## src/rtl/afim_pkg.sv

```systemverilog
// afim_pkg: register map, reset values and field positions of the fault
// interrupt mask block.
// assumes one system clock and an 8-bit internal register port.
`default_nettype none
package afim_pkg;
   localparam logic [7:0] ADDR_MISC_CONFIG  = 8'h2d;
   localparam logic [7:0] ADDR_MASK_CLK_BST = 8'h2f;
   localparam logic [7:0] ADDR_MASK_CHAN_DC = 8'h30;
   localparam logic [7:0] ADDR_MASK_IN_DIAG = 8'h31;
   localparam logic [7:0] ADDR_MASK_IN_OV   = 8'h32;
   localparam logic [7:0] ADDR_LATCHED_EVT  = 8'h34;

   localparam logic [7:0] RST_MISC_CONFIG  = 8'h00;
   localparam logic [7:0] RST_MASK_CLK_BST = 8'hff;
   localparam logic [7:0] RST_MASK_CHAN_DC = 8'h0f;
   localparam logic [7:0] RST_MASK_IN_DIAG = 8'h00;
   localparam logic [7:0] RST_MASK_IN_OV   = 8'h00;
   localparam logic [7:0] RDATA_UNMAPPED   = 8'h00;

   // field positions
   localparam int BIT_COMPRESSOR_EN  = 4;
   localparam int BIT_MONITOR_SEL    = 1;
   localparam int BIT_CLK_ERR        = 7;
   localparam int BIT_PLL_LOCK       = 6;
   localparam int BIT_BOOST_OT       = 5;
   localparam int BIT_BOOST_OC       = 4;
   localparam int BIT_BOOST_MISC     = 3;
   localparam int BIT_SHORT_BAT_LOW  = 3;
   localparam int CLK_BST_HI         = 7;
   localparam int CLK_BST_LO         = 3;
   localparam int CHAN_DC_HI         = 7;
   localparam int CHAN_DC_LO         = 4;
   localparam int OV_HI              = 7;
   localparam int OV_LO              = 6;

   localparam int N_CLK_BST_EVT = 5;
   localparam logic [2:0] STATUS_RSVD = 3'h0;
endpackage
`default_nettype wire

```

## src/rtl/afim_evt_if.sv

```systemverilog
// afim_evt_if: event pulses, read-clear strobe and latched status between
// the register block and its self-clearing status latch.
// assumes both ends share sys_clk.
`timescale 1ns/100ps
`default_nettype none
interface afim_evt_if;
   logic [4:0] evt;
   logic       readClear;
   logic [4:0] status;
   modport latch (input evt, input readClear, output status);
   modport ctrl  (output evt, output readClear, input status);
endinterface
`default_nettype wire

```

## src/rtl/afim_status_latch.sv

```systemverilog
// afim_status_latch: sticky clock, pll and boost event flags, cleared by a
// read of the latched status register.
// assumes event pulses and the read strobe are on sys_clk.
`timescale 1ns/100ps
`default_nettype none
module afim_status_latch
   import afim_pkg::*;
(
   input  wire logic    sys_clk,
   input  wire logic    rstn,
   afim_evt_if.latch    evtBus
);

   genvar gi;
   generate
      for (gi = 0; gi < N_CLK_BST_EVT; gi++)
      begin : g_flag
         // an event in the clearing cycle survives the read
         always_ff @(posedge sys_clk or negedge rstn)
         begin
            if (!rstn)
               evtBus.status[gi] <= 1'b0;
            else if (evtBus.evt[gi])
               evtBus.status[gi] <= 1'b1;
            else if (evtBus.readClear)
               evtBus.status[gi] <= 1'b0;
         end
      end
   endgenerate

endmodule // afim_status_latch
`default_nettype wire

```

## src/rtl/afim_fault_mask.sv

```systemverilog
// afim_fault_mask: interrupt mask registers, miscellaneous configuration and
// latched clock/boost status of an audio converter, with the interrupt output.
// assumes a same-clock register port from the control-interface decoder and
// fault inputs from same-clock detectors; other fault inputs are levels.
`timescale 1ns/100ps
`default_nettype none
module afim_fault_mask
   import afim_pkg::*;
(
   input  wire logic       sys_clk,
   input  wire logic       rstn,
   input  wire logic [7:0] regAddr,
   input  wire logic       regWrite,
   input  wire logic       regRead,
   input  wire logic [7:0] regWdata,
   output logic      [7:0] regRdata,
   input  wire logic       clkErrEvt,
   input  wire logic       pllLockEvt,
   input  wire logic       boostOverTempEvt,
   input  wire logic       boostOverCurrEvt,
   input  wire logic       boostMiscFaultEvt,
   input  wire logic [3:0] chanDcFault,
   input  wire logic       shortBatLowFault,
   input  wire logic [7:0] inputDiagFault,
   input  wire logic [1:0] overvoltFault,
   output logic            irq,
   output logic            compressorEnable,
   output logic            monitorSourceSelect
);

   logic [7:0] miscConfig;
   logic [7:0] maskClkBoost;
   logic [7:0] maskChanDc;
   logic [7:0] maskInDiag;
   logic [7:0] maskInOv;
   logic [7:0] latchedStatus;
   logic [7:0] next_rdata;
   logic       next_irq;

   afim_evt_if evtBus ();

   // a set mask bit blocks its source
   function automatic logic anyUnmasked(input logic [7:0] src, input logic [7:0] msk);
      anyUnmasked = |(src & ~msk);
   endfunction

   function automatic logic hit(input logic [7:0] a, input logic [7:0] b, input logic en);
      hit = en && (a == b);
   endfunction

   ////////////////////////////////////////////////////////////////////////////
   // latched clock and boost events

   assign evtBus.evt = {clkErrEvt, pllLockEvt, boostOverTempEvt, boostOverCurrEvt,
                        boostMiscFaultEvt};
   assign evtBus.readClear = hit(regAddr, ADDR_LATCHED_EVT, regRead);
   assign latchedStatus = {evtBus.status, STATUS_RSVD};

   afim_status_latch u_latch (
      .sys_clk (sys_clk),
      .rstn    (rstn),
      .evtBus  (evtBus)
   );

   ////////////////////////////////////////////////////////////////////////////
   // writable registers; reserved bits are stored as written

   always_ff @(posedge sys_clk or negedge rstn)
   begin
      if (!rstn)
         miscConfig <= RST_MISC_CONFIG;
      else if (hit(regAddr, ADDR_MISC_CONFIG, regWrite))
         miscConfig <= regWdata;
   end

   always_ff @(posedge sys_clk or negedge rstn)
   begin
      if (!rstn)
         maskClkBoost <= RST_MASK_CLK_BST;
      else if (hit(regAddr, ADDR_MASK_CLK_BST, regWrite))
         maskClkBoost <= regWdata;
   end

   always_ff @(posedge sys_clk or negedge rstn)
   begin
      if (!rstn)
         maskChanDc <= RST_MASK_CHAN_DC;
      else if (hit(regAddr, ADDR_MASK_CHAN_DC, regWrite))
         maskChanDc <= regWdata;
   end

   always_ff @(posedge sys_clk or negedge rstn)
   begin
      if (!rstn)
         maskInDiag <= RST_MASK_IN_DIAG;
      else if (hit(regAddr, ADDR_MASK_IN_DIAG, regWrite))
         maskInDiag <= regWdata;
   end

   always_ff @(posedge sys_clk or negedge rstn)
   begin
      if (!rstn)
         maskInOv <= RST_MASK_IN_OV;
      else if (hit(regAddr, ADDR_MASK_IN_OV, regWrite))
         maskInOv <= regWdata;
   end

   assign compressorEnable    = miscConfig[BIT_COMPRESSOR_EN];
   assign monitorSourceSelect = miscConfig[BIT_MONITOR_SEL];

   ////////////////////////////////////////////////////////////////////////////
   // read data, one cycle after the read strobe

   always_comb
   begin
      case (regAddr)
         ADDR_MISC_CONFIG:  next_rdata = miscConfig;
         ADDR_MASK_CLK_BST: next_rdata = maskClkBoost;
         ADDR_MASK_CHAN_DC: next_rdata = maskChanDc;
         ADDR_MASK_IN_DIAG: next_rdata = maskInDiag;
         ADDR_MASK_IN_OV:   next_rdata = maskInOv;
         ADDR_LATCHED_EVT:  next_rdata = latchedStatus;
         default:           next_rdata = RDATA_UNMAPPED;
      endcase
   end

   always_ff @(posedge sys_clk or negedge rstn)
   begin
      if (!rstn)
         regRdata <= RDATA_UNMAPPED;
      else if (regRead)
         regRdata <= next_rdata;
   end

   ////////////////////////////////////////////////////////////////////////////
   // interrupt: status stays recorded whatever the mask says

   always_comb
   begin
      next_irq = anyUnmasked(latchedStatus, maskClkBoost)
         || anyUnmasked({chanDcFault, shortBatLowFault, STATUS_RSVD}, maskChanDc)
         || anyUnmasked(inputDiagFault, maskInDiag)
         || anyUnmasked({overvoltFault, {OV_LO{1'b0}}}, maskInOv);
   end

   always_ff @(posedge sys_clk or negedge rstn)
   begin
      if (!rstn)
         irq <= 1'b0;
      else
         irq <= next_irq;
   end
endmodule // afim_fault_mask
`default_nettype wire

```

## config.mk

```make
export PLATFORM = sky130hd
export DESIGN_NAME = afim_fault_mask
export DESIGN_NICKNAME = d
export VERILOG_FILES = /design/src/rtl/afim_pkg.sv /design/src/rtl/afim_evt_if.sv /design/src/rtl/afim_status_latch.sv /design/src/rtl/afim_fault_mask.sv
export SDC_FILE = /design/constraint.sdc
export NUM_CORES = 1
export LEC_CHECK = 0
export BUFFER_PORTS_ARGS = -buffer_cell sky130_fd_sc_hd__buf_2
export CAP_MARGIN = 0
export CORE_MARGIN = 1
export CORE_UTILIZATION = 59
export CTS_CLUSTER_SIZE = 12
export DETAILED_ROUTE_END_ITERATION = 8
export PLACE_DENSITY = 0.85
export SLEW_MARGIN = 30
export SYNTH_ARGS = -nofsm -noshare
export SYNTH_HDL_FRONTEND = slang
export SYNTH_SLANG_ARGS = --single-unit
```

## constraint.sdc

```tcl
create_clock -name sys_clk -period 3.9 [get_ports sys_clk]
set_input_delay 0.195 -clock sys_clk [delete_from_list [all_inputs] [get_ports sys_clk]]
set_output_delay 0.195 -clock sys_clk [all_outputs]
set_load 0.05 [all_outputs]
```

## Word-level counts from Yosys, hierarchy flattened

Index checks and enable logic that the tools add are counted.

| word-level totals | value |
|---|---|
| bits in registers | 54 |
| latch bits | 0 |
| RAM bits | 0 |
| bits in read-only memories | 0 |
| bits of input ports | 40 |
| output and inout port bits | 11 |
| word-level logic and storage cells | 51 |
| memories kept | 0 |

| cells by class | value |
|---|---|
| add/subtract/negate cells | 0 |
| multipliers | 0 |
| divide/modulo/power cells | 0 |
| $lt $le $gt $ge | 0 |
| eq/ne operators | 6 |
| shifts and indexed selects | 0 |
| multiplexer cells | 7 |
| bitwise logic cells | 8 |
| reduce and logical (&&, ||, !) cells | 18 |

Operator list:

| cell | count |
|---|---|
| == test 8 x 6 -> 1 bit, second input constant | 6 |
| one-hot mux 8 bit (6 select lines) | 1 |
| AND 8 bit | 4 |
| inverter 8 bit | 4 |
| OR reduction 8 bit | 4 |
| nonzero test 2 bit | 5 |
| logical AND 1 bit | 6 |
| two-way mux 1 bit | 6 |
| logical OR 1 bit | 3 |

## Depth between registers and ports, before layout

Gate-level depths: netlist (run 1).

| logic depth | value |
|---|---|
| word-level depth | 6 |
| depth in mapped cells | 6 |
| depth with buffers taken out | 4 |

## Modules after synthesis

Synthesis (run 1) repeated with hierarchy kept, for this count alone.

| second synthesis, totals | value |
|---|---|
| cell total of the unflattened synthesis | 218 |
| area, all modules | 2657.5 µm² |

Modules (own cells, without submodules):

| module | times used | cells an instance | area an instance (µm²) | seq. area each (µm²) |
|---|---|---|---|---|
| afim_fault_mask | 1 | 207 | 2491.1 | 1241.2 |
| afim_status_latch | 1 | 11 | 166.4 | 125.1 |

## Worst setup path before layout (run 1)

Ideal clock, no wire load.

| timing | value |
|---|---|
| path kind | input to register |
| start point | input regAddr[7] |
| end point | register maskInDiag[0] |
| setup time | 0.125 ns |
| arrival | 2.048 ns |
| data required time | 3.775 ns |
| setup slack | 1.727 ns |
| cell stages on the path | 6 |
| path buffers | 2 |
| path through | or3b_1 or3b_1 buf_6 or4b_4 buf_6 mux2_4 |

| between the ends | value |
|---|---|
| longest elaborated chain between the ends | 2 |

Ends and longest elaborated chain:

| what | RTL line | text |
|---|---|---|
| start, declared | afim_fault_mask.sv:12 | `input wire logic [7:0] regAddr,` |
| == test 8 x 6 -> 1 bit | afim_fault_mask.sv:48 | `hit = en && (a == b);` |
| logical AND 1 bit | afim_fault_mask.sv:48 |  |
| end signal, assigned | afim_fault_mask.sv:97 | `maskInDiag <= regWdata;` |
| end, declared | afim_fault_mask.sv:34 | `logic [7:0] maskInDiag;` |

Every way passes these cells.
A chain may end at the register's enable or synchronous reset.

## Worst setup path in the final report (run 1)

| timing | value |
|---|---|
| start point | input regAddr[7] |
| end point | register maskInOv[3] |

| between the ends | value |
|---|---|
| longest elaborated chain between the ends | 2 |

Ends and longest elaborated chain:

| what | RTL line | text |
|---|---|---|
| == test 8 x 6 -> 1 bit | afim_fault_mask.sv:48 |  |
| logical AND 1 bit | afim_fault_mask.sv:48 |  |
| end signal, assigned | afim_fault_mask.sv:105 | `maskInOv <= regWdata;` |
| end, declared | afim_fault_mask.sv:35 | `logic [7:0] maskInOv;` |

Every way passes these cells.

==> impl_metrics.csv, run 1 <==
group,metric,value,unit
critical_path,regToRegSetupSlack,2420,ps
critical_path,required,4100,ps
yosys,synth_cells,225,
yosys,synth.distinct_cells,35,
global_routing,grt_pass1_vias,2003,
critical_path,end_kind,"flop",
power_and_ir_drop,power,1.11,mW
timing,grt_setup_unrepaired,"false",
floorplan,dieArea,4880,µm²
placement,hpwl,4.26,mm
clocking,ctsResizeCount,0,
timing,finalSetupViolCount,0,
yosys,yosysTopAreaCellShare,0.387,
floorplan,core,4380,µm²
yosys,yosysTopAreaCell,"dfrtp_1",
detailed_routing,post_drt_wl_per_cell,18.6,µm
placement,gp_congestion,0.815,
finish,antenna_cells,0,
clocking,cts_buffers,5,
power_and_ir_drop,ir_drop,288,µV
timing,hold_violations,17,
global_routing,antenna_found_initial,0,
run,cap_viol_max_count,0,
clocking,cts_tree,"done",
finish,synthToLayoutAreaGrowth,13.9,%
floorplan,rows,24,
detailed_routing,drtIter0Drc,161,
detailed_routing,vias,1950,
floorplan,die_w,69.9,µm
finish,finalNonFillerCells,325,
yosys,syn_nets,265,
timing,hold_slack,-16.2,ps
min_path,holdCritPathClass,"primary input to asynchronous set/reset pin",
timing,fin_setup_tns,0,ps
status,status,"finished, violations left",
clocking,clock_sinks,54,
yosys,yosysWarnings,0,
critical_path,rr_worst_depth,4,
critical_path,start_kind,"primary input",
finish,layout_common_cells,"buf_2, dfrtp_1, mux2_2",
finish,num-nets-final,312,
status,failed_checks,"negative hold slack",
global_routing,grt_use_met3,0.0664,
global_routing,use_met1,0.361,
critical_path,startpoint,"regAddr[7]",
detailed_routing,viasPerCell,6.00,
placement,dp.cells,317,
clocking,clk_path_buf_depth,2,
global_routing,grt_overflow,0,
global_routing,grt_pass1_wl,9.84,mm
global_routing,gr-max-usage-layer,"met2",
timing,relSlewSlack,0.514,
detailed_routing,detail-route-antenna-nets,0,
detailed_routing,wirelength,6.06,mm
placement,portBuffers,50,
critical_path,path_class,"primary input to flop",
power_and_ir_drop,leakage,1.48,nW
global_routing,use_met2,0.419,
detailed_routing,drcViolationCount,0,
clocking,holdBufCountCts,0,
timing,period_needed,2130,ps
critical_path,cp_max_fo,10,
timing,finalCritPeriodShare,0.547,
yosys,ys_ff_latch,54,
timing,fmax,469,MHz
floorplan,ios,51,
timing,fin_skew,4.97,ps
yosys,synth_ff_type,"dfrtp_1",
clocking,htree_levels,2,
yosys,async_reset_ff_frac,1.00,
yosys,avgSynthCellArea,12.1,µm²
clocking,clk_pin_slew,100,ps
finish,drive_above_1_share,0.484,
critical_path,worstReg2RegStart,"maskChanDc[3]",
yosys,synth-edff-count,0,
timing,drv_slew,0,
clocking,cts-root-buf,"clkbuf_8",
floorplan,start_util,0.620,
power_and_ir_drop,cellPowerDensity,359,nW/µm²
detailed_routing,drt_pass1_iterations,4,
clocking,cts_setup_buffers,0,
yosys,ys_seq_area_frac,0.503,
global_routing,grt_max_degree,55,
floorplan,die_h,69.9,µm
yosys,ys_top_cells_by_area,"dfrtp_1, mux2_2, dfstp_2, mux2_4, mux2i_1",
clocking,clock_latency,310,ps
finish,final_common_cell,"buf_2",
critical_path,crit_arrival,2340,ps
global_routing,grt_usage,0.266,
timing,worst_pin_slew,727,ps
yosys,synthesis.area,2720,µm²
[metrics by stage]
stage / utilization / setup WS [ps] / hold slack (ps) / area, µm²
after floorplan: - / 1730 / -101 / 2720
after global placement: 0.681 / 1490 / 353 / 2990
after detailed placement: 0.681 / 1440 / 356 / 2990
after CTS: 0.706 / 1760 / 22.5 / 3100
after global routing: 0.706 / 1680 / 51.1 / 3100
final: 0.706 / 1770 / -16.2 / 3100
[where the power goes]
group	internal, mW	switching [mW]
Clock	0.192	0.187
Combinational	0.0546	0.0751
Sequential	0.588	0.0164
Total	0.834	0.278
[routing by layer]
| layer | vias to the layer above | part of all wire |
|---|---|---|
| met1 | 960 | 0.43 |
| met2 | 77 | 0.49 |
| met3 | 8 | 0.067 |
| met5 | - | 0 |
| li1 | 905 | - |
| met4 | 0 | 0.014 |
[path summary, 6_finish.rpt]
check / end
worst max-delay path: maskInOv[3]
max in group asynchronous: maskInOv[3]
worst max register to register: regRdata[3]
worst min-delay path: regRdata[0]
min in group sys_clk: u_latch.evtBus.status[1]
worst min register to register: miscConfig[6]
[cells by family (layout without fill, tap and decap cells)]
kind of cell | count (synthesis) | in the layout | share of synthesized area
flops | 54 | 54 | 0.503
compound gates | 41 | 41 | 0.112
simple gates | 42 | 42 | 0.0966
mux | 56 | 56 | 0.239
buf+inv | 32 | 80 | 0.0497
[area by class of cell]
type / instances / area (µm²)
sequential: 54 / 1370
fill: 313 / 1290
multi-input combinational: 139 / 1220
timing repair buffer: 51 / 258
inverter: 21 / 78.8
clock buffer: 6 / 72.6
tap: 52 / 65.1
clock inverter: 2 / 37.5
[Yosys cell counts (all sizes together), types with 2 or more instances]
cell     instances
mux2i            8
buf              4
o2bb2ai          3
a221o            5
a21oi            6
nor4             2
or3b             2
nor2b            2
a221oi           3
a31oi            5
nor2             8
dfrtp           42
mux2            48
a21o             5
or2              5
a22oi            3
inv             21
nand2b           4
o22ai            8
nand2           11
clkbuf           7
dfstp           12
[critical path, stage by stage]
cell,delay [ps]
buf_2,90
or3b_1,410
or3b_1,570
nor4_4,650
mux2_2,410
[registers in the layout (all words and copies together) (netlist names)]
name and cells:
maskInDiag 8, maskChanDc 8, regRdata 8, maskInOv 8, irq 1, maskClkBoost 8, u_latch.evtBus.status 5, miscConfig 8
Note: power is estimated with default switching activity, not from simulation.
==> run 2: changes to the inputs <==
CORE_UTILIZATION = 50   (was 59)
PLACE_DENSITY = 0.77   (was 0.85)
clock period = 1.8 ns   (was 3.9 ns; I/O delays follow)
==> impl_metrics.csv, run 2 (synthesis results as in run 1) <==
group,metric,value,unit
clocking,clock_latency,310,ps
finish,layout_common_cells,"buf_2, dfrtp_1, mux2_2",
finish,finalNonFillerCells,371,
power_and_ir_drop,leakage,1.65,nW
global_routing,antenna_found_initial,0,
detailed_routing,wirelength,6.72,mm
global_routing,grt_pass1_wl,10.5,mm
global_routing,grt_pass1_vias,2054,
critical_path,regToRegSetupSlack,300,ps
timing,finalSetupViolCount,0,
clocking,cts_tree,"done",
clocking,cts_setup_buffers,0,
clocking,htree_levels,2,
floorplan,core,5170,µm²
finish,num-nets-final,340,
critical_path,startpoint,"regAddr[7]",
critical_path,worstReg2RegStart,"maskChanDc[3]",
floorplan,die_h,75.7,µm
timing,fin_setup_tns,0,ps
clocking,clock_sinks,54,
finish,final_common_cell,"buf_2",
floorplan,ios,51,
critical_path,start_kind,"primary input",
placement,placed_area,3230,µm²
power_and_ir_drop,clkPwrFrac,0.380,
power_and_ir_drop,cellPowerDensity,766,nW/µm²
finish,finish.instance_area,3440,µm²
power_and_ir_drop,ir_drop,556,µV
detailed_routing,drtIter0Drc,134,
critical_path,rr_worst_depth,4,
placement,dp.cells,357,
global_routing,grt_usage,0.256,
power_and_ir_drop,netSwitchingPower,616,µW
finish,drive_above_1_share,0.522,
timing,relSlewSlack,0.612,
critical_path,required,1990,ps
finish,utilization,0.664,
detailed_routing,drt_pass1_iterations,4,
finish,n_fill_cell,379,
status,status,"finished, final reports clean",
floorplan,rows,26,
placement,portBuffers,50,
timing,hold_violations,0,
finish,antenna_cells,0,
critical_path,worst_r2r_endpoint,"regRdata[3]",
floorplan,start_util,0.526,
clocking,cts-root-buf,"clkbuf_8",
detailed_routing,viasPerCell,5.50,
detailed_routing,post_drt_wl_per_cell,18.1,µm
critical_path,path_class,"primary input to flop",
global_routing,grt_overflow,0,
timing,grt_setup_unrepaired,"false",
detailed_routing,detail-route-antenna-nets,0,
power_and_ir_drop,pwr-share-seq,0.498,
clocking,cts_buffers,5,
floorplan,dieArea,5740,µm²
timing,finalCritPeriodShare,0.970,
critical_path,crit_path_end,"maskChanDc[5]",
min_path,holdCritPathClass,"primary input to flop",
finish,synthToLayoutAreaGrowth,26.4,%
power_and_ir_drop,combPwrFrac,0.122,
timing,worst_pin_slew,583,ps
critical_path,cp_max_fo,6,
global_routing,grt_max_degree,28,
placement,gp_congestion,0.828,
timing,fmax,573,MHz
power_and_ir_drop,p_sw_frac,0.234,
clocking,clk_path_buf_depth,2,
timing,drv_slew,0,
detailed_routing,drcViolationCount,0,
detailed_routing,vias,2042,
placement,hpwl,4.98,mm
power_and_ir_drop,power,2.63,mW
floorplan,die_w,75.7,µm
run,cap_viol_max_count,0,
critical_path,crit_arrival,1940,ps
timing,fin_skew,11.8,ps
clocking,clk_pin_slew,100,ps
power_and_ir_drop,intPower,2.02,mW
critical_path,end_kind,"flop",
timing,period_needed,1750,ps
[run 2: changes by cell type in the layout (fill, tap and decap cells not counted), sizes merged]
| cell | delta |
|---|---|
| bufinv | +1 |
| dlygate4sd3 | +6 |
| buf | +22 |
| clkinvlp | -1 |
[run 2: what timing repair did]
item	CTS	global route
hold buffers	6	0
endpoints found under the hold margin	26	0
resized for setup	0	2
endpoints found under the setup margin	0	9
[run 2: final cells by class]
cell class,instances,area (µm²),area share
Timing Repair Buffer,79,483,0.141
Clock inverter,2,60.1,0.0175
Inverter,21,78.8,0.0229
Sequential cell,54,1370,0.398
Clock buffer,6,82.6,0.0240
Multi-Input combinational cell,139,1280,0.372
Tap cell,70,87.6,0.0255
[run 2: per-stage QoR]
stage                     setup WS [ps]  hold WS [ps]
final                              54.4          57.5
after global routing               27.0          64.7
after CTS                          11.9          59.1
after floorplan                    -260          -206
after detailed placement           -315           129
after global placement             -286           125
[run 2: worst min path at each step]
stage                            from             to  slack (ps)  depth (start not counted)
after floorplan                  rstn            irq        -210                          0
after global placement           rstn  miscConfig[6]         130                          1
after detailed placement         rstn  miscConfig[3]         130                          1
after CTS                 regWdata[0]  maskInDiag[0]          60                          2
after global routing      regWdata[5]  maskInDiag[5]          60                          2
final                     regWdata[0]  maskInDiag[0]          60                          2
[run 2: power groups by stage]
| stage | Sequential (mW) | Clock [mW] | Combinational [mW] |
|---|---|---|---|
| after global placement | 1.33 | 0 | 0.302 |
| after detailed placement | 1.33 | 0 | 0.310 |
| after global routing | 1.32 | 1.05 | 0.352 |
| after CTS | 1.31 | 1.00 | 0.322 |
| final | 1.31 | 1.00 | 0.321 |
| after floorplan | 1.36 | 0 | 0.143 |
[run 2: critical path, stage by stage]
cell and delay, ps:
buf_2 100, or3b_4 390, or3b_4 410, buf_4 180, nor4_4 270, buf_4 210
mux2_4 300
[run 2: per-layer routing]
layer / track usage / wire length, µm / vias up
met5: 0 / 0 / -
met1: 0.360 / 3130 / 1017
met2: 0.419 / 3210 / 66
li1: - / - / 952
met3: 0.0370 / 308 / 7
met4: 0.0638 / 72 / 0
